## src/psrb_pkg.sv

```systemverilog
// Constants and types shared by the process scheduler and its buffer arbiter
// Function
// RULE_01: Sixteen 1536-byte buffers inside 16K-word store
// RULE_02: First four bytes of each buffer hold status
// RULE_03: Four requesters arbitrate for buffer memory
// RULE_04: Interrupt sets request bit, process not run
// RULE_05: Idle loop scans request bits and dispatches
// RULE_06: Fixed priority receive, command, timer, loop, transmit
// RULE_07: Low processes run at level zero, no switching
// RULE_08: Dispatched process completes before next scan
// RULE_09: Completion by interrupt return or command-complete
// RULE_10: Receive at level five, only abort events preempt
// RULE_11: Receive triggered by buffer-filled, start or poll
// RULE_12: Receive polls ring, starts DMA, returns on done
// RULE_13: Receive ends after status and next descriptor
// RULE_14: Other processes may run while receive DMA runs
// RULE_15: Dispatch table copied from ROM into control store
// RULE_16: Initialisation sequence ends in idle at level zero
// RULE_17: Best pending rank first, its bit cleared
package psrb_pkg;
   // Buffer memory geometry
   localparam int NUM_BUF        = 16;
   localparam int BUF_BYTES      = 1536;
   localparam int STORE_WORDS    = 16384;
   localparam int BYTES_PER_WORD = 2;
   localparam int HDR_BYTES      = 4;
   localparam int BUF_WORDS      = BUF_BYTES / BYTES_PER_WORD;
   localparam int HDR_WORDS      = HDR_BYTES / BYTES_PER_WORD;
   localparam int LM_AW          = $clog2(STORE_WORDS);
   localparam int BUF_IW         = $clog2(NUM_BUF);
   localparam int OFF_W          = $clog2(BUF_WORDS);
   // Buffer memory requesters, index is also arbitration rank
   localparam int NUM_REQ = 4;
   localparam int REQ_RX  = 0;
   localparam int REQ_TX  = 1;
   localparam int REQ_DMA = 2;
   localparam int REQ_CPU = 3;
   // Scheduled processes, lower index is better rank
   localparam int NUM_PROC = 5;
   localparam int P_RX     = 0;
   localparam int P_CMD    = 1;
   localparam int P_TIMER  = 2;
   localparam int P_LOOP   = 3;
   localparam int P_TX     = 4;
   // Processor priority levels
   localparam int             IPL_W   = 3;
   localparam logic [IPL_W-1:0] IPL_LOW = 3'h0;
   localparam logic [IPL_W-1:0] IPL_RX  = 3'h5;
   // Dispatch table: one entry per process plus command-complete
   localparam int DSP_N = NUM_PROC + 1;
   localparam int DSP_W = 8;
   localparam int CNT_W = 3;
   localparam logic [CNT_W-1:0] CNT_LAST = 3'h5;
   // Routine entry points held in ROM
   localparam logic [DSP_N-1:0][DSP_W-1:0] DSP_ROM =
      {8'hF0, 8'h50, 8'h40, 8'h30, 8'h20, 8'h10};

   // Supervisor states
   typedef enum logic [7:0] {
      S_RST   = 8'h01,
      S_COPY  = 8'h02,
      S_CLEAR = 8'h04,
      S_ADDR  = 8'h08,
      S_BUFS  = 8'h10,
      S_IDLE  = 8'h20,
      S_RUN   = 8'h40,
      S_SPARE = 8'h80
   } psrb_sup_t;

   // Receive process states
   typedef enum logic [5:0] {
      R_IDLE = 6'h01,
      R_POLL = 6'h02,
      R_LOAD = 6'h04,
      R_WAIT = 6'h08,
      R_STAT = 6'h10,
      R_NEXT = 6'h20
   } psrb_rx_t;
endpackage

```

## src/psrb_arb_if.sv

```systemverilog
// Request and grant carrier between the scheduler and the buffer arbiter
interface psrb_arb_if #(parameter int N = 4);
   logic [N-1:0] req;  // One request per requester
   logic [N-1:0] gnt;  // One-hot grant
   modport arb  (input req, output gnt);
   modport user (output req, input gnt);
endinterface

```

## src/psrb_arbiter.sv

```systemverilog
// Fixed-rank buffer memory arbiter with grant held until release
module psrb_arbiter
   import psrb_pkg::*;
#(
   parameter int N = NUM_REQ
) (
   input  wire logic clk_sys,
   input  wire logic reset_n,
   psrb_arb_if.arb   bus
);
   // All state of the arbiter
   typedef struct packed {
      logic [N-1:0] gnt;
   } psrb_arb_state_t;

   psrb_arb_state_t st;       // Registered state
   psrb_arb_state_t next_st;  // Next state

   // Keep the current owner while it asks, else pick best rank
   always_comb begin
      next_st = st;
      if ((st.gnt & bus.req) == '0) begin
         next_st.gnt = '0;
         for (int i = N - 1; i >= 0; i--) begin
            if (bus.req[i]) begin
               next_st.gnt = '0;
               next_st.gnt[i] = 1'b1;  // RULE_03
            end
         end
      end
   end

   // State register
   always_ff @(posedge clk_sys or negedge reset_n) begin
      if (!reset_n) begin
         st <= '0;
      end else begin
         st <= next_st;
      end
   end

   assign bus.gnt = st.gnt;
endmodule

```

## src/psrb_scheduler.sv

```systemverilog
// Supervisor scheduler, receive process and link buffer address path
module psrb_scheduler
   import psrb_pkg::*;
(
   input  wire logic                              clk_sys,
   input  wire logic                              reset_n,
   input  wire logic                              selftest_done,
   input  wire logic                              irq_rx_filled,
   input  wire logic [psrb_pkg::BUF_IW-1:0]       rx_filled_buf,
   input  wire logic                              irq_host_start,
   input  wire logic                              irq_host_poll,
   input  wire logic                              irq_port_cmd,
   input  wire logic                              irq_timer,
   input  wire logic                              irq_loop,
   input  wire logic                              irq_tx,
   input  wire logic                              irq_dma_done,
   input  wire logic                              irq_power_fail,
   input  wire logic                              irq_error,
   input  wire logic                              return_from_interrupt,
   input  wire logic                              cmd_complete,
   input  wire logic                              station_ack,
   input  wire logic                              ring_ack,
   input  wire logic                              ring_buf_ok,
   input  wire logic                              desc_ack,
   input  wire logic [psrb_pkg::NUM_REQ-1:0]      lm_req,
   input  wire logic [psrb_pkg::NUM_REQ-1:0][psrb_pkg::BUF_IW-1:0] lm_buf,
   input  wire logic [psrb_pkg::NUM_REQ-1:0]      lm_hdr,
   input  wire logic [psrb_pkg::NUM_REQ-1:0][psrb_pkg::OFF_W-1:0]  lm_off,
   output logic                                   init_busy,
   output logic                                   hw_reset,
   output logic                                   clear_stats,
   output logic                                   station_load,
   output logic                                   irq_enabled,
   output logic [psrb_pkg::IPL_W-1:0]             ipl,
   output logic [psrb_pkg::NUM_PROC-1:0]          proc_run,
   output logic [psrb_pkg::DSP_W-1:0]             proc_entry,
   output logic                                   low_hold,
   output logic                                   ring_poll_req,
   output logic                                   dma_start,
   output logic [psrb_pkg::LM_AW-1:0]             dma_lm_addr,
   output logic                                   desc_status_wr,
   output logic                                   desc_next_rd,
   output logic                                   rx_fault,
   output logic [psrb_pkg::NUM_BUF-1:0]           free_bufs,
   output logic [psrb_pkg::NUM_REQ-1:0]           lm_gnt,
   output logic [psrb_pkg::LM_AW-1:0]             lm_addr
);
   import psrb_pkg::*;

   // All state of the scheduler
   typedef struct packed {
      psrb_sup_t                    sup;       // Supervisor step
      psrb_rx_t                     rx;        // Receive process step
      logic [NUM_PROC-1:0]          mask;      // Pending requests
      logic [NUM_PROC-1:0]          run;       // Dispatched low process
      logic [DSP_N-1:0][DSP_W-1:0]  writable_control_store;       // Writable dispatch table
      logic [CNT_W-1:0]             cnt;       // Copy index
      logic [DSP_W-1:0]             entry;     // Entry of running process
      logic                         irq_en;    // Interrupts accepted
      logic                         hw_reset;  // Hardware reset strobe
      logic                         clr;       // Counter clear strobe
      logic                         sta_load;  // Station address load
      logic [IPL_W-1:0]             ipl;       // Processor level
      logic                         hold;      // Low process suspended
      logic                         ring_req;  // Ring poll request
      logic                         dma_go;    // DMA start strobe
      logic                         stat_wr;   // Descriptor status write
      logic                         next_rd;   // Next descriptor read
      logic                         fault;     // Receive aborted
      logic [BUF_IW-1:0]            rx_buf;    // Buffer being drained
      logic [LM_AW-1:0]             dma_addr;  // DMA source word
      logic [NUM_BUF-1:0]           free;      // Buffers free for the link
      logic [LM_AW-1:0]             lm_addr;   // Granted word address
      logic                         busy;      // Setup not finished
   } psrb_state_t;

   localparam psrb_state_t ST_RESET = '{
      sup: S_RST, rx: R_IDLE, ipl: IPL_LOW, hw_reset: 1'b1, busy: 1'b1, default: '0};

   psrb_state_t st;       // Registered state
   psrb_state_t next_st;  // Next state

   // Arbiter link
   psrb_arb_if #(.N(NUM_REQ)) arb_bus ();

   assign arb_bus.req = lm_req;

   psrb_arbiter #(.N(NUM_REQ)) u_arb (
      .clk_sys (clk_sys),
      .reset_n (reset_n),
      .bus     (arb_bus)
   );

   // Combined event terms
   logic                abort;    // Events that may preempt receive
   logic                live;     // Supervisor has finished setup
   logic                done;     // Low process handed back
   logic [NUM_PROC-1:0] set_v;    // Request bits raised this cycle

   assign abort = irq_power_fail | irq_error;
   assign live  = (st.sup == S_IDLE) || (st.sup == S_RUN);
   assign done  = return_from_interrupt | cmd_complete;
   // Start and poll commands share the receive bit with buffer-filled
   assign set_v = st.irq_en ?
      {irq_tx, irq_loop, irq_timer, irq_port_cmd,
       irq_rx_filled | irq_host_start | irq_host_poll} : '0;  // RULE_11

   // Next-state logic for supervisor, receive process and address path
   always_comb begin
      int                sel;
      logic [LM_AW-1:0]  word;
      sel = NUM_PROC;
      word = '0;
      next_st = st;
      next_st.hw_reset = 1'b0;
      next_st.clr = 1'b0;
      next_st.dma_go = 1'b0;

      // Supervisor sequence
      unique case (st.sup)
         // Held in reset until self-test ends
         S_RST: begin
            next_st.hw_reset = 1'b1;
            if (selftest_done) begin
               next_st.hw_reset = 1'b0;
               next_st.cnt = '0;
               next_st.sup = S_COPY;
            end
         end
         // One dispatch entry per cycle from ROM
         S_COPY: begin
            next_st.writable_control_store[st.cnt] = DSP_ROM[st.cnt];  // RULE_15
            next_st.cnt = st.cnt + 1'b1;
            if (st.cnt == CNT_LAST) begin
               next_st.sup = S_CLEAR;
            end
         end
         // Clear counters, mode and rings; ask for station address
         S_CLEAR: begin
            next_st.clr = 1'b1;  // RULE_16
            next_st.mask = '0;
            next_st.fault = 1'b0;
            next_st.sta_load = 1'b1;
            next_st.sup = S_ADDR;
         end
         // Wait for the address memory, then open interrupts
         S_ADDR: begin
            if (station_ack) begin
               next_st.sta_load = 1'b0;
               next_st.irq_en = 1'b1;  // RULE_16
               next_st.sup = S_BUFS;
            end
         end
         // Hand every buffer to the link and start idling
         S_BUFS: begin
            next_st.free = '1;
            next_st.ipl = IPL_LOW;  // RULE_16
            next_st.busy = 1'b0;
            next_st.sup = S_IDLE;
         end
         // Idle loop scans the mask for the best pending rank
         S_IDLE: begin
            for (int i = NUM_PROC - 1; i >= P_CMD; i--) begin
               if (st.mask[i]) begin
                  sel = i;  // RULE_06
               end
            end
            if (sel != NUM_PROC && !st.hold) begin
               next_st.mask[sel] = 1'b0;  // RULE_17
               next_st.run = '0;
               next_st.run[sel] = 1'b1;  // RULE_05
               next_st.entry = st.writable_control_store[sel];
               next_st.sup = S_RUN;
            end
         end
         // Run to completion; no rescan while the process owns the CPU
         S_RUN: begin
            if (done && !st.hold) begin
               next_st.run = '0;  // RULE_09
               next_st.entry = st.writable_control_store[NUM_PROC];
               next_st.sup = S_IDLE;  // RULE_08
            end
         end
         // Illegal code falls back to a fresh start
         default: begin
            next_st = ST_RESET;
         end
      endcase

      // Receive process at interrupt level
      unique case (st.rx)
         // Preempts a low process immediately, no idle scan needed
         R_IDLE: begin
            if (live && st.mask[P_RX]) begin
               next_st.mask[P_RX] = 1'b0;
               next_st.ipl = IPL_RX;  // RULE_10
               next_st.hold = 1'b1;  // RULE_07
               next_st.ring_req = 1'b1;  // RULE_12
               next_st.rx = R_POLL;
            end
         end
         // Host ring poll for a free host buffer
         R_POLL: begin
            if (ring_ack) begin
               next_st.ring_req = 1'b0;
               if (ring_buf_ok) begin
                  next_st.rx = R_LOAD;
               end else begin
                  next_st.ipl = IPL_LOW;
                  next_st.hold = 1'b0;
                  next_st.rx = R_IDLE;
               end
            end
         end
         // DMA loaded with the packet body behind the header
         R_LOAD: begin
            next_st.dma_go = 1'b1;  // RULE_12
            next_st.dma_addr = LM_AW'(st.rx_buf) * LM_AW'(BUF_WORDS)
                             + LM_AW'(HDR_WORDS);  // RULE_02
            next_st.ipl = IPL_LOW;
            next_st.hold = 1'b0;  // RULE_14
            next_st.rx = R_WAIT;
         end
         // Low processes are free to run until DMA finishes
         R_WAIT: begin
            if (irq_dma_done) begin
               next_st.ipl = IPL_RX;
               next_st.hold = 1'b1;
               next_st.stat_wr = 1'b1;  // RULE_13
               next_st.rx = R_STAT;
            end
         end
         // Status into the host descriptor
         R_STAT: begin
            if (desc_ack) begin
               next_st.stat_wr = 1'b0;
               next_st.next_rd = 1'b1;  // RULE_13
               next_st.rx = R_NEXT;
            end
         end
         // Next descriptor fetched; buffer goes back to the link
         R_NEXT: begin
            if (desc_ack) begin
               next_st.next_rd = 1'b0;
               next_st.free[st.rx_buf] = 1'b1;
               next_st.ipl = IPL_LOW;  // RULE_12
               next_st.hold = 1'b0;
               next_st.rx = R_IDLE;
            end
         end
      endcase

      // Power failure or error abandons the receive in flight
      if (abort && st.rx != R_IDLE) begin
         next_st.fault = 1'b1;  // RULE_10
         next_st.ring_req = 1'b0;
         next_st.dma_go = 1'b0;
         next_st.stat_wr = 1'b0;
         next_st.next_rd = 1'b0;
         next_st.ipl = IPL_LOW;
         next_st.hold = 1'b0;
         next_st.rx = R_IDLE;
      end

      // A filled buffer is owned by the receive path until drained
      if (irq_rx_filled && st.irq_en) begin
         next_st.free[rx_filled_buf] = 1'b0;
         next_st.rx_buf = rx_filled_buf;
      end

      // New requests win over a clear in the same cycle
      next_st.mask = next_st.mask | set_v;  // RULE_04

      // Word address of the granted requester; header pinned to words 0-1
      for (int g = 0; g < NUM_REQ; g++) begin
         if (arb_bus.gnt[g]) begin
            word = lm_hdr[g] ? LM_AW'(lm_off[g][0])
                             : LM_AW'(lm_off[g]) + LM_AW'(HDR_WORDS);  // RULE_02
            next_st.lm_addr = LM_AW'(lm_buf[g]) * LM_AW'(BUF_WORDS) + word;  // RULE_01
         end
      end
   end

   // State register
   always_ff @(posedge clk_sys or negedge reset_n) begin
      if (!reset_n) begin
         st <= ST_RESET;
      end else begin
         st <= next_st;
      end
   end

   // Outputs straight from state
   assign init_busy      = st.busy;
   assign hw_reset       = st.hw_reset;
   assign clear_stats    = st.clr;
   assign station_load   = st.sta_load;
   assign irq_enabled    = st.irq_en;
   assign ipl            = st.ipl;
   assign proc_run       = st.run;
   assign proc_entry     = st.entry;
   assign low_hold       = st.hold;
   assign ring_poll_req  = st.ring_req;
   assign dma_start      = st.dma_go;
   assign dma_lm_addr    = st.dma_addr;
   assign desc_status_wr = st.stat_wr;
   assign desc_next_rd   = st.next_rd;
   assign rx_fault       = st.fault;
   assign free_bufs      = st.free;
   assign lm_gnt         = arb_bus.gnt;
   assign lm_addr        = st.lm_addr;

   localparam int BUF_SPAN = NUM_BUF * BUF_WORDS;
endmodule

```

## config.mk

```make
export PLATFORM = sky130hd
export DESIGN_NAME = psrb_scheduler
export DESIGN_NICKNAME = d
export VERILOG_FILES = /design/src/psrb_pkg.sv /design/src/psrb_arb_if.sv /design/src/psrb_arbiter.sv /design/src/psrb_scheduler.sv
export SDC_FILE = /design/constraint.sdc
export NUM_CORES = 1
export LEC_CHECK = 0
export ABC_AREA = 1
export BUFFER_PORTS_ARGS = -buffer_cell sky130_fd_sc_hd__buf_2
export CORE_MARGIN = 3
export CORE_UTILIZATION = 30
export DETAILED_ROUTE_END_ITERATION = 10
export HOLD_SLACK_MARGIN = 0.02
export PLACE_DENSITY = 0.54
export SLEW_MARGIN = 10
export SYNTH_ARGS = -nofsm -noshare
export SYNTH_HDL_FRONTEND = slang
export SYNTH_SLANG_ARGS = --single-unit
```

## constraint.sdc

```tcl
create_clock -name clk_sys -period 2.3 [get_ports clk_sys]
set_clock_uncertainty 0.2 [all_clocks]
set_input_delay 0.575 -clock clk_sys [delete_from_list [all_inputs] [get_ports clk_sys]]
set_output_delay 0.575 -clock clk_sys [all_outputs]
set_load 0.005 [all_outputs]
```

== Word level (Yosys, flattened, before mapping) ==
Memories as Yosys holds them, arrays and structs flattened.
Cells that the tools add are included.

* Equality and inequality tests: 25
* $mul: 5
* Order comparisons: 8
* Bitwise gates (word level): 15
* Reduce and logical (&&, ||, !) cells: 27
* Add/sub/neg operators: 10
* Muxes and demuxes: 91

{| class="wikitable"
|+ Operator list
! kind !! number
|-
| 32-bit two-way mux || 4
|-
| 48-bit one-hot mux with 2 select lines || 1
|-
| 8-bit two-way mux || 11
|-
| 14-bit two-way mux || 6
|-
| 14-bit by 11-bit adder with 14-bit output || 4
|-
| 8-bit one-hot mux with 7 select lines || 1
|-
| 48-bit bitwise mux || 1
|-
| 16-bit two-way mux || 3
|-
| 10-bit by 2-bit adder with 11-bit output, second input constant || 4
|-
| 11-bit two-way mux || 4
|-
| 6-bit two-way mux || 7
|-
| 6-bit one-hot mux with 6 select lines || 1
|-
| 32-bit by 1-bit greater-or-equal comparator with 1-bit output, second input constant || 1
|-
| 32-bit by 5-bit < comparator with 1-bit output, second input constant || 1
|-
| 4-bit two-way mux || 8
|-
| 32-bit by 4-bit != test with 1-bit output, second input constant || 1
|-
| 16-bit one-hot mux with 2 select lines || 1
|-
| 4-bit by 2-bit multiplier with 6-bit output, second input constant || 5
|-
| 6-bit OR reduction || 5
|-
| 5-bit two-way mux || 5
|-
| 8-bit binary-select mux with 3-bit select || 1
|-
| 8-bit demux with 3-bit select || 1
|-
| 8-bit one-hot mux with 3 select lines || 1
|-
| 4-bit one-hot mux with 5 select lines || 1
|-
| other kinds (55) || 103
|}

* Word-level logic and storage cells: 211
* Bits in read-only memories: 64
* Register bits: 149
* Bits of input ports: 87
* Memories: 1
* Output and inout bits: 75

{| class="wikitable"
|+ Memory list
! memory !! depth !! bits a word !! read ports !! clocked after Yosys merged registers in !! wr ports !! RTL line !! RTL
|-
| (name not given) || 8 || 8 || 1 || 0 || 0 || psrb_scheduler.sv:132 || <nowiki>next_st.writable_control_store[st.cnt] = DSP_ROM[st.cnt];</nowiki>
|}

== Longest topological paths before layout ==
Gate-level depths: netlist (run 1).

* Depth after elaboration: 16
* Gate-level depth with buffers: 20
* Mapped depth without buffers: 20

== By module ==
Synthesis (run 1) repeated with hierarchy kept, for this count alone.

* Cell total of the unflattened synthesis: 1100
* Area, all modules: 8039.0 um2

{| class="wikitable"
|+ Modules (own cells, without submodules)
! module !! seq. area each (um2) !! cells each !! instances !! area an instance (um2)
|-
| psrb_scheduler || 2657.5 || 1070 || 1 || 7821.3
|-
| psrb_arbiter || 100.1 || 30 || 1 || 217.7
|}

== Worst setup path before layout (run 1) ==
Ideal clock, no wire load.

* Path kind: input port to flip-flop
* From: input lm_off[11] (netlist name)
* To: register st, in the netlist lm_addr[12]
* Stages: 18
* Arrival time: 2.595 ns
* Data required time: 1.975 ns
* Path slack: -0.619 ns
* Library setup time: 0.125 ns
* Buffers on the path: 0
* Cell sequence: ha_1 -> nand4_1 -> nor2_1 -> a31oi_1 -> nor3_1 -> inv_1 -> fa_1 -> or2_2 -> nand2_1 -> nand2_1 -> inv_1 -> nand2_1 -> nand3_1 -> nand2_1 -> nand2_1 -> nand2_1 -> nand2_1 -> nand3_1

* Word-level cells in the longest chain between the ends: 6

{| class="wikitable"
|+ Ends and longest elaborated chain
! element !! RTL line !! RTL
|-
| start: declaration || psrb_scheduler.sv:28 || <nowiki>input wire logic [psrb_pkg::NUM_REQ-1:0][psrb_pkg::OFF_W-1:0] lm_off,</nowiki>
|-
| 10-bit by 2-bit adder with 11-bit output || psrb_scheduler.sv:278 || <nowiki>: LM_AW'(lm_off[g]) + LM_AW'(HDR_WORDS);</nowiki>
|-
| 11-bit two-way mux || psrb_scheduler.sv:277 || <nowiki>word = lm_hdr[g] ? LM_AW'(lm_off[g][0])</nowiki>
|-
| 14-bit by 11-bit adder with 14-bit output || psrb_scheduler.sv:279 || <nowiki>next_st.lm_addr = LM_AW'(lm_buf[g]) * LM_AW'(BUF_WORDS) + word;</nowiki>
|-
| 14-bit two-way mux (3 in series) || psrb_scheduler.sv:276 || <nowiki>if (arb_bus.gnt[g]) begin</nowiki>
|-
| end signal: assignment || psrb_scheduler.sv:289 || <nowiki>st <= next_st;</nowiki>
|-
| end: declaration || psrb_scheduler.sv:80 || <nowiki>psrb_state_t st;</nowiki>
|}

Every way passes these cells.
A chain may end at the register's enable or synchronous reset.

== Worst setup path in the final report (run 1) ==
* From: input lm_off[12] (netlist name)
* To: register st, in the netlist lm_addr[13]

Same word-level chain as after synthesis.

==> results.toml, run 1 <==
[critical_path]
end_kind = "flop"
crit_top_cell = "nand2_1"
slowest_delay_ns = 0.25
worstSetupPathType = "input pin to flop"
startpoint_type = "input pin"
crit_chain = "buf_8, buf_6, ha_4, nand4_1, nor2_2, nand2_1, nor3b_2, nor3_2, buf_4, ha_4, nand2_1, nor2_1, nor2_1, nor2_2, nand3_1, nand2_1, nand3_1, nand2_1, nand2_1, nand2_1, nand2_1, nand2_1"
slowest_stage = "ha_4"
cp_max_fo = 3
arrival_ns = 2.73
required_ns = 2.40

[synthesis]
synth_cell_type_count = 49
ys.flop_type = "dfrtp_1"
netlist.area_leader.share_pct = 33.34
ys_async_sr_fraction_pct = 100.0
ys_seq_area_share_pct = 34.66
yosysWarnings = 0
synth_edf_count = 0
synth-seq-cells = 110
synth.area.top_cells = "dfrtp_1 33%, nand2_1 9.8%, ha_1 7.2%, inv_1 6.8%, nand3_1 6.0%"
synth.avg_cell_area_um2 = 7.428
synth_area_um2 = 7955
synth_top_cell_by_area = "dfrtp_1"
postSynthCellCount = 1071

[floorplan]
core_um2 = 25620
die_h_um = 168.8
ios = 162
die_x_um = 168.8
start_util_pct = 31.05
die-area_um2 = 28510
row_count = 58

[layout]
area_growth_pct = 28.11
drive_gt1_share_pct = 29.60
fin_nets = 1424
post-route-util_pct = 39.78
finalNonFillerCells = 1617
final_cell_mix = "203 x nand2_1, 147 x buf_2, 142 x inv_1, 114 x buf_4, 106 x dfrtp_1"
fill_cells = 2647
final_common_cell = "nand2_1"
insertedDiodeCount = 0

[grt]
grt-ovfl-total = 0
antenna_found_initial = 0
track_usage_pct = 16.21
grt_pass1_vias = 7538
grt_pass1_wl_mm = 37.90
grt_max_degree = 41

[sta]
post-route-min-period_ns = 2.623
post-route-period-util_pct = 114.0
fin_ws_ns = -0.3229
finalSetupViolations = 6
hold_viol = 0
fmax_mhz = 381.3
drv_slew = 0
fin_worst_hold_slack_ns = 0.2429
rsz0062_at_grt = "yes"

[run_status]
violations = "setup timing"
status = "finished, violations left"

[pwr]
internal_power_mw = 4.152
p_clk_share_pct = 23.5
powerDensity_nw_per_um2 = 698.0
vdd_drop_max_v = 0.0004356
switching_share_pct = 41.63
leakagePower_nw = 5.388
p_comb_share_pct = 42.1
switchingPower_mw = 2.961
seq_power_share_pct = 34.4

[route]
wire_per_inst_um = 14.19
ant_nets = 0
drc = 0
wl_mm = 22.94
first_pass_iters = 5
vias_per_cell = 4.728
first_iter_violations = 425
num_vias = 7645

[clock_tree]
cts.htree.levels = 3
cts_tree = "yes"
path_clk_slew_ns = 0.08
cts_buffer_depth = 2
cts-root-buf = "clkbuf_16"
clock_latency_ns = 0.36
cts_sinks = 110
cts_buffers = 9

[placement]
dp_slack_ns = -0.7849
gp_congestion = 0.8639
dp_hpwl_mm = 18.42
post-place-cells = 1588
portBuffers = 154

[worst_hold_path]
hold_path.class = "input pin to flop"

[job]
drv_cap = 0
-- what timing repair did --
| action | 4_1_cts | 5_1_grt |
|---|---|---|
| buffers inserted | 11 | 1 |
| setup endpoints to repair | 6 | 6 |
| hold buffers | 1 | 0 |
| endpoints found under the hold margin | 28 | 0 |
| pin swaps | 44 | 14 |
| gates resized for setup | 51 | 13 |
| gates cloned | 0 | 0 |
-- path summary, 6_finish.rpt --
check | from | cells after the start | to | slack, ns
worst min-delay path | irq_timer | 3 | st[128] | 0.24
worst min register to register | init_busy | 2 | init_busy | 0.26
worst max register to register | st[138] | 9 | st[48] | 0.20
worst max-delay path | lm_off[12] | 22 | lm_addr[13] | -0.32
max in group asynchronous | reset_n | 3 | init_busy | 0.74
min in group asynchronous | reset_n | 2 | st[103] | 0.51
-- per-stage QoR --
stage	total power, mW	setup TNS [ns]	instance area (um^2)
2_1_floorplan	4.451	-1.638	8079
3_3_place_gp	5.428	-3.954	9528
3_5_place_dp	5.427	-4.194	9528
4_1_cts	7.202	-1.327	10140
5_1_grt	7.680	-2.178	10190
6_report	7.114	-1.372	10190
-- layer usage --
layer | up-vias | global-route usage, % | wire, um
met5 | - | 0 | 0
met4 | 0 | 4.198 | 347
met3 | 21 | 2.265 | 1234
met2 | 201 | 26.64 | 10530
met1 | 3525 | 22.49 | 10830
li1 | 3898 | - | -
-- synth_stat cells (7+ instances only) --
library cell	n
buf_2	8
buf_4	62
fa_1	9
nand3_1	96
xor2_1	7
nand2_1	207
dfrtp_1	106
o21ai_1	10
o22ai_1	8
o211ai_1	13
a21oi_1	55
nor2_1	99
nor3_1	27
nand4_1	13
a22oi_1	17
o21ai_0	59
ha_1	46
inv_2	7
inv_1	145
-- cell families after synthesis --
family          count (synthesis)  synth area share (%)
xor+xnor                       13                 1.431
fa+ha+maj                      55                 9.500
flops                         110                 34.66
other cells                     1               0.04714
mux                             1                0.1415
simple gates                  474                 26.41
buf+inv                       232                 14.22
compound gates                185                 13.59
-- registers in the layout (all words and copies together), names as in the netlist --
| name | flops |
|---|---|
| proc_run | 5 |
| rx_fault | 1 |
| desc_next_rd | 1 |
| proc_entry | 5 |
| low_hold | 1 |
| hw_reset | 1 |
| station_load | 1 |
| free_bufs | 16 |
| dma_start | 1 |
| st | 45 |
| irq_enabled | 1 |
| u_arb.bus.gnt | 4 |
| clear_stats | 1 |
| dma_lm_addr | 7 |
| ipl | 3 |
| desc_status_wr | 1 |
| init_busy | 1 |
| lm_addr | 14 |
| ring_poll_req | 1 |
-- power groups by stage --
stage                     logic [mW]  registers, mW  clock network (mW)
after global routing            3.38           2.49                1.81
after CTS                       3.02           2.44                1.73
after detailed placement        2.95           2.47                   0
after floorplan                 2.05           2.40                   0
after global placement          2.95           2.48                   0
final                           3.00           2.45                1.67
-- cell type report --
cell class / count / area, um^2 / share of cell area [%]
Clock buffer: 9 / 225.2 / 2.210
Clock inverter: 7 / 91.34 / 0.8963
Inverter: 154 / 580.6 / 5.697
Multi-Input combinational cell: 735 / 4380 / 42.98
Sequential cell: 110 / 2758 / 27.06
Tap cell: 330 / 412.9 / 4.052
Timing Repair Buffer: 272 / 1743 / 17.10
-- critical path, delay by kind of cell --
kind,cells,cell delay (ns)
adders and majority gates,2,0.37
and+or+nand+nor,17,1.45
buffers and inverters,3,0.31
(Power assumes the default switching activity.)
==> inputs of run 2 (changes only) <==
BUFFER_PORTS_ARGS = not set   (was -buffer_cell sky130_fd_sc_hd__buf_2)
CORE_ASPECT_RATIO = 0.75   (was not set)
CTS_CLUSTER_SIZE = 30   (was not set)
DONT_BUFFER_PORTS = 1   (was not set)
PLACE_DENSITY = 0.49   (was 0.54)
==> run 2 against run 1 <==
The flow finishes with violations (hold timing, setup timing). Sequential power rose by 3%. Via count down 9.6%. First-iteration DRC count fell by 20%. Design area fell by 12%. Global-route usage rose by 0.14 points. Critical path depth decreased by 2. Total power down 5.3%. Critical path type unchanged. Largest power group unchanged.
==> results.toml, run 2 (same netlist as run 1, synthesis figures left out) <==
[run_status]
status = "finished, violations left"
violations = "hold timing, setup timing"

[grt]
antenna_found_initial = 0
grt_max_degree = 111
grt-ovfl-total = 0
track_usage_pct = 16.34
grt_pass1_wl_mm = 37.32
grt_pass1_vias = 6566

[floorplan]
die_x_um = 194.0
die_h_um = 147.0
row_count = 50
start_util_pct = 31.17
ios = 162
core_um2 = 25520
die-area_um2 = 28530

[layout]
area_growth_pct = 13.07
final_cell_mix = "205 x nand2_1, 141 x inv_1, 106 x dfrtp_1, 87 x nor2_1, 86 x nand3_1"
largest_register = "st"
drive_gt1_share_pct = 16.56
insertedDiodeCount = 0
final_common_cell = "nand2_1"
fill_cells = 2728
largest_reg_flops = 45
fin_nets = 1230
post-route-util_pct = 35.24

[route]
first_iter_violations = 341
vias_per_cell = 4.830
ant_nets = 0
wl_mm = 23.61
first_pass_iters = 7
num_vias = 6912
wire_per_inst_um = 16.50
drc = 0

[sta]
finalSetupViolations = 5
hold_viol = 108
post-route-period-util_pct = 109.2
fin_ws_ns = -0.2110
worstMarginPinSlew_ns = 0.5674
drv_slew = 0
fmax_mhz = 398.2
rsz0062_at_grt = "yes"
fin_worst_hold_slack_ns = -0.2927
post-route-min-period_ns = 2.511
relSlewSlack_pct = 61.77

[clock_tree]
cts_buffers = 9
cts.htree.levels = 3
clock_latency_ns = 0.36
cts_sinks = 110
cts_tree = "yes"
path_clk_slew_ns = 0.08
cts_buffer_depth = 2
cts-root-buf = "clkbuf_16"

[pwr]
leakagePower_nw = 4.474
powerDensity_nw_per_um2 = 748.9
vdd_drop_max_v = 0.0004357

[placement]
dp_slack_ns = -0.8188
gp_congestion = 0.8667
dp_hpwl_mm = 18.89
portBuffers = 0

[critical_path]
end_kind = "flop"
arrival_ns = 2.56
cp_max_fo = 2
worstSetupPathType = "input pin to flop"
required_ns = 2.35
startpoint_type = "input pin"

[job]
drv_cap = 0

[worst_hold_path]
hold_path.class = "input pin to asynchronous set/reset pin"
-- run 2: final timing paths --
check                            from          endpoint  slack [ns]  depth (start not counted)
max in group asynchronous     reset_n         init_busy        1.86                          0
setup / recovery           lm_off[12]       lm_addr[12]       -0.21                         20
setup reg to reg              st[138]            st[48]        0.19                         10
min in group clk_sys        lm_hdr[3]        lm_addr[1]        0.12                          1
hold reg to reg               st[101]           st[101]        0.27                          2
hold / removal                reset_n  u_arb.bus.gnt[2]       -0.29                          0
-- run 2: cell type report --
type | instances | area, um^2 | share of cell area (%)
timing repair buffer | 78 | 601.8 | 6.691
clock buffer | 13 | 260.3 | 2.893
sequential | 110 | 2758 | 30.66
clock inverter | 3 | 20.02 | 0.2226
inverter | 154 | 580.6 | 6.454
tap | 338 | 422.9 | 4.702
multi-input combinational | 735 | 4352 | 48.38
-- run 2: critical path, stage by stage --
cell and delay, ns:
nand3_4 0.07, nor2_4 0.10, nand3_2 0.09, nor2_1 0.09, nor2_1 0.05, nor3_2 0.14
ha_2 0.21, inv_2 0.05, fa_2 0.38, or2_4 0.24, nand2_2 0.07, nand2_2 0.05
inv_1 0.05, nand2_1 0.05, nand3_2 0.07, nand2_1 0.05, nand2_1 0.05, nand2_1 0.05
nand2_1 0.07, nand3_2 0.05
-- run 2: power breakdown --
| part | internal, mW | leakage [nW] | switching (mW) | total (mW) |
|---|---|---|---|---|
| registers | 2.20 | 1.49 | 0.318 | 2.52 |
| logic | 0.922 | 2.86 | 1.77 | 2.69 |
| clock network | 0.795 | 0.132 | 0.731 | 1.53 |
| total | 3.92 | 4.47 | 2.82 | 6.74 |
-- run 2: routing by layer --
metal,vias up,share of wire [%],track usage (%)
met5,-,0,0
met4,0,0.74,2.548
met3,11,7.2,5.640
met2,140,40,22.62
met1,3254,52,24.76
li1,3507,-,-
-- run 2: timing repair --
item | CTS | global route
pin swaps | 20 | 2
hold endpoints to repair | 110 | 110
buffers inserted | 5 | 1
setup endpoints to repair | 5 | 7
resized for setup | 32 | 11
-- run 2: per-stage QoR --
stage	instances	setup TNS (ns)	hold WS [ns]	area, um^2	power (mW)
5_1_grt	1431	-1.404	-0.3238	8995	7.286
3_3_place_gp	1409	-3.197	0.08253	8513	5.239
3_5_place_dp	1409	-3.467	0.08245	8513	5.245
6_report	1431	-0.5464	-0.2927	8995	6.737
2_1_floorplan	1077	-1.638	0.07941	8079	4.451
4_1_cts	1430	-0.4354	-0.3167	8947	6.846
==> inputs of run 3 (changes only) <==
SYNTH_HIERARCHICAL = 1   (was not set)
==> run 3 against run 2 <==
The run still ends with hold timing, setup timing left. Register-to-register slack got worse by 0.02 ns. Via count increased by 3.3%. Synthesized cell count increased by 2.7%. Critical endpoint is now lm_addr[5]. Largest cell class unchanged.
==> results.toml, run 3 <==
[run_status]
status = "finished, violations left"
violations = "hold timing, setup timing"

[clock_tree]
cts_tree = "yes"
path_clk_slew_ns = 0.08
clock_latency_ns = 0.36
cts_buffers = 9
cts_buffer_depth = 2
cts.htree.levels = 3
cts_sinks = 110
cts-root-buf = "clkbuf_16"

[grt]
grt_pass1_vias = 6853
grt-ovfl-total = 0
grt_max_degree = 111
grt_pass1_wl_mm = 38.05
track_usage_pct = 16.46
antenna_found_initial = 0

[route]
first_iter_violations = 382
wl_mm = 23.85
first_pass_iters = 6
vias_per_cell = 4.872
drc = 0
num_vias = 7138
ant_nets = 0
wire_per_inst_um = 16.28

[critical_path]
arrival_ns = 2.70
crit_family = "buffers and inverters"
slowest_stage = "buf_4"
startpoint_type = "input pin"
critPathBufInv = 11
slowest_delay_ns = 0.21
crit_chain = "ha_4, nand4_1, buf_4, buf_4, buf_4, buf_4, buf_4, buf_4, buf_4, buf_4, buf_4, buf_4, buf_4, nand3_1, nand2_1, a22oi_1, o211ai_1"
r2r_start = "st[138]"
end_kind = "flop"
startpoint = "lm_off[1]"
worstSetupPathType = "input pin to flop"
crit_top_cell = "buf_4"
required_ns = 2.35
cp_max_fo = 4

[synthesis]
synthMuxAreaShare_pct = 0
synth_top_cell_by_area = "dfrtp_1"
synth_commonest_cells = "226 x nand2_1, 150 x inv_1, 106 x dfrtp_1, 98 x nor2_1, 85 x nand3_1"
synth-compound-area-share_pct = 13.65
postSynthCellCount = 1100
yosys.area_share.simple_pct = 27.07
netlist.area_leader.share_pct = 33.00
ys_seq_area_share_pct = 34.30
synth_edf_count = 0
synth_area_um2 = 8039
yosysWarnings = 6
synthAdderAreaFrac_pct = 9.401
synth.most_common_cell = "nand2_1"
synth.area.top_cells = "dfrtp_1 33%, nand2_1 11%, ha_1 7.2%, inv_1 7.0%, buf_4 5.8%"
ys.flop_type = "dfrtp_1"
ys_async_sr_fraction_pct = 100.0
synth.avg_cell_area_um2 = 7.308
synth_xor_area_share_pct = 1.307
synth-seq-cells = 110
synth_top_family_by_area = "simple AND/OR/NAND/NOR gates"
synth_cell_type_count = 54

[sta]
post-route-min-period_ns = 2.647
post-route-period-util_pct = 115.1
fmax_mhz = 377.8
fin_worst_hold_slack_ns = -0.2948
hold_viol = 110
relSlewSlack_pct = 58.75
worstMarginPinSlew_ns = 0.6122
rsz0062_at_grt = "yes"
drv_slew = 0
fin_ws_ns = -0.3470
finalSetupViolations = 7

[placement]
dp_slack_ns = -0.6536
placed_area_um2 = 8474
portBuffers = 0
dp_hpwl_mm = 18.17
gp_congestion = 0.8952

[pwr]
vdd_drop_max_v = 0.0004328
powerDensity_nw_per_um2 = 802.9
leakagePower_nw = 4.576

[floorplan]
ios = 162
die-area_um2 = 28820
die_x_um = 195.0
core_um2 = 26160
start_util_pct = 30.73
die_h_um = 147.8
row_count = 51

[layout]
largest_register = "st"
largest_reg_flops = 45
post-route-util_pct = 35.24
final_cell_mix = "220 x nand2_1, 147 x inv_1, 106 x dfrtp_1, 85 x nor2_1, 83 x nand3_1"
drive_gt1_share_pct = 16.32
fin_area_um2 = 9219
fin_nets = 1258
insertedDiodeCount = 0
area_growth_pct = 14.68
final_common_cell = "nand2_1"

[worst_hold_path]
hold_path.class = "input pin to asynchronous set/reset pin"

[job]
drv_cap = 0
run 3: stage by stage:
step | setup TNS [ns] | cells | power, mW
after floorplan | -1.585 | 1106 | 4.690
after global placement | -2.892 | 1428 | 5.504
after detailed placement | -3.096 | 1428 | 5.511
after CTS | -0.4404 | 1462 | 7.482
after global routing | -2.051 | 1465 | 8.006
final | -1.386 | 1465 | 7.402
run 3: kinds of logic after synthesis:
kind of cell | Yosys count
DFF | 110
adders and majority gates | 55
other | 1
buffers and inverters | 237
AOI/OAI and AO/OA | 196
xor gates and xnor gates | 12
and+or+nand+nor | 489
run 3: layout make-up:
cell class	instances	area, um^2
well taps	344	430.4
fillers	2783	16940
multi-input cells	759	4439
clock buffers	9	225.2
clock inverters	7	132.6
flip-flops and latches	110	2758
repair buffers	78	628.1
inverters	158	605.6
run 3: worst paths after layout:
check                                   end  slack (ns)  cells after the start
max                              lm_addr[5]       -0.35                     17
min in group clk_sys       u_arb/bus.gnt[0]        0.13                      2
min reg2reg                         st[101]        0.27                      2
min                           proc_entry[3]       -0.29                      0
max reg2reg                        low_hold        0.17                      9
max in group asynchronous         init_busy        1.94                      0
run 3: repair_timing:
action	CTS	global route
pin swaps	19	18
endpoints found under the hold margin	110	110
setup buffers	18	7
endpoints found under the setup margin	5	8
gates resized for setup	26	32
run 3: metal layers:
layer | part of all wire [%] | global-route usage, %
met1 | 51 | 24.58
met2 | 40 | 23.13
met3 | 6.8 | 4.921
met4 | 2.1 | 4.061
met5 | 0 | 0
run 3: power by group:
group	switching (mW)	total [mW]	internal, mW
Sequential	0.330	2.56	2.23
Clock	0.803	1.89	1.08
Combinational	1.93	2.95	1.02
Total	3.07	7.40	4.33
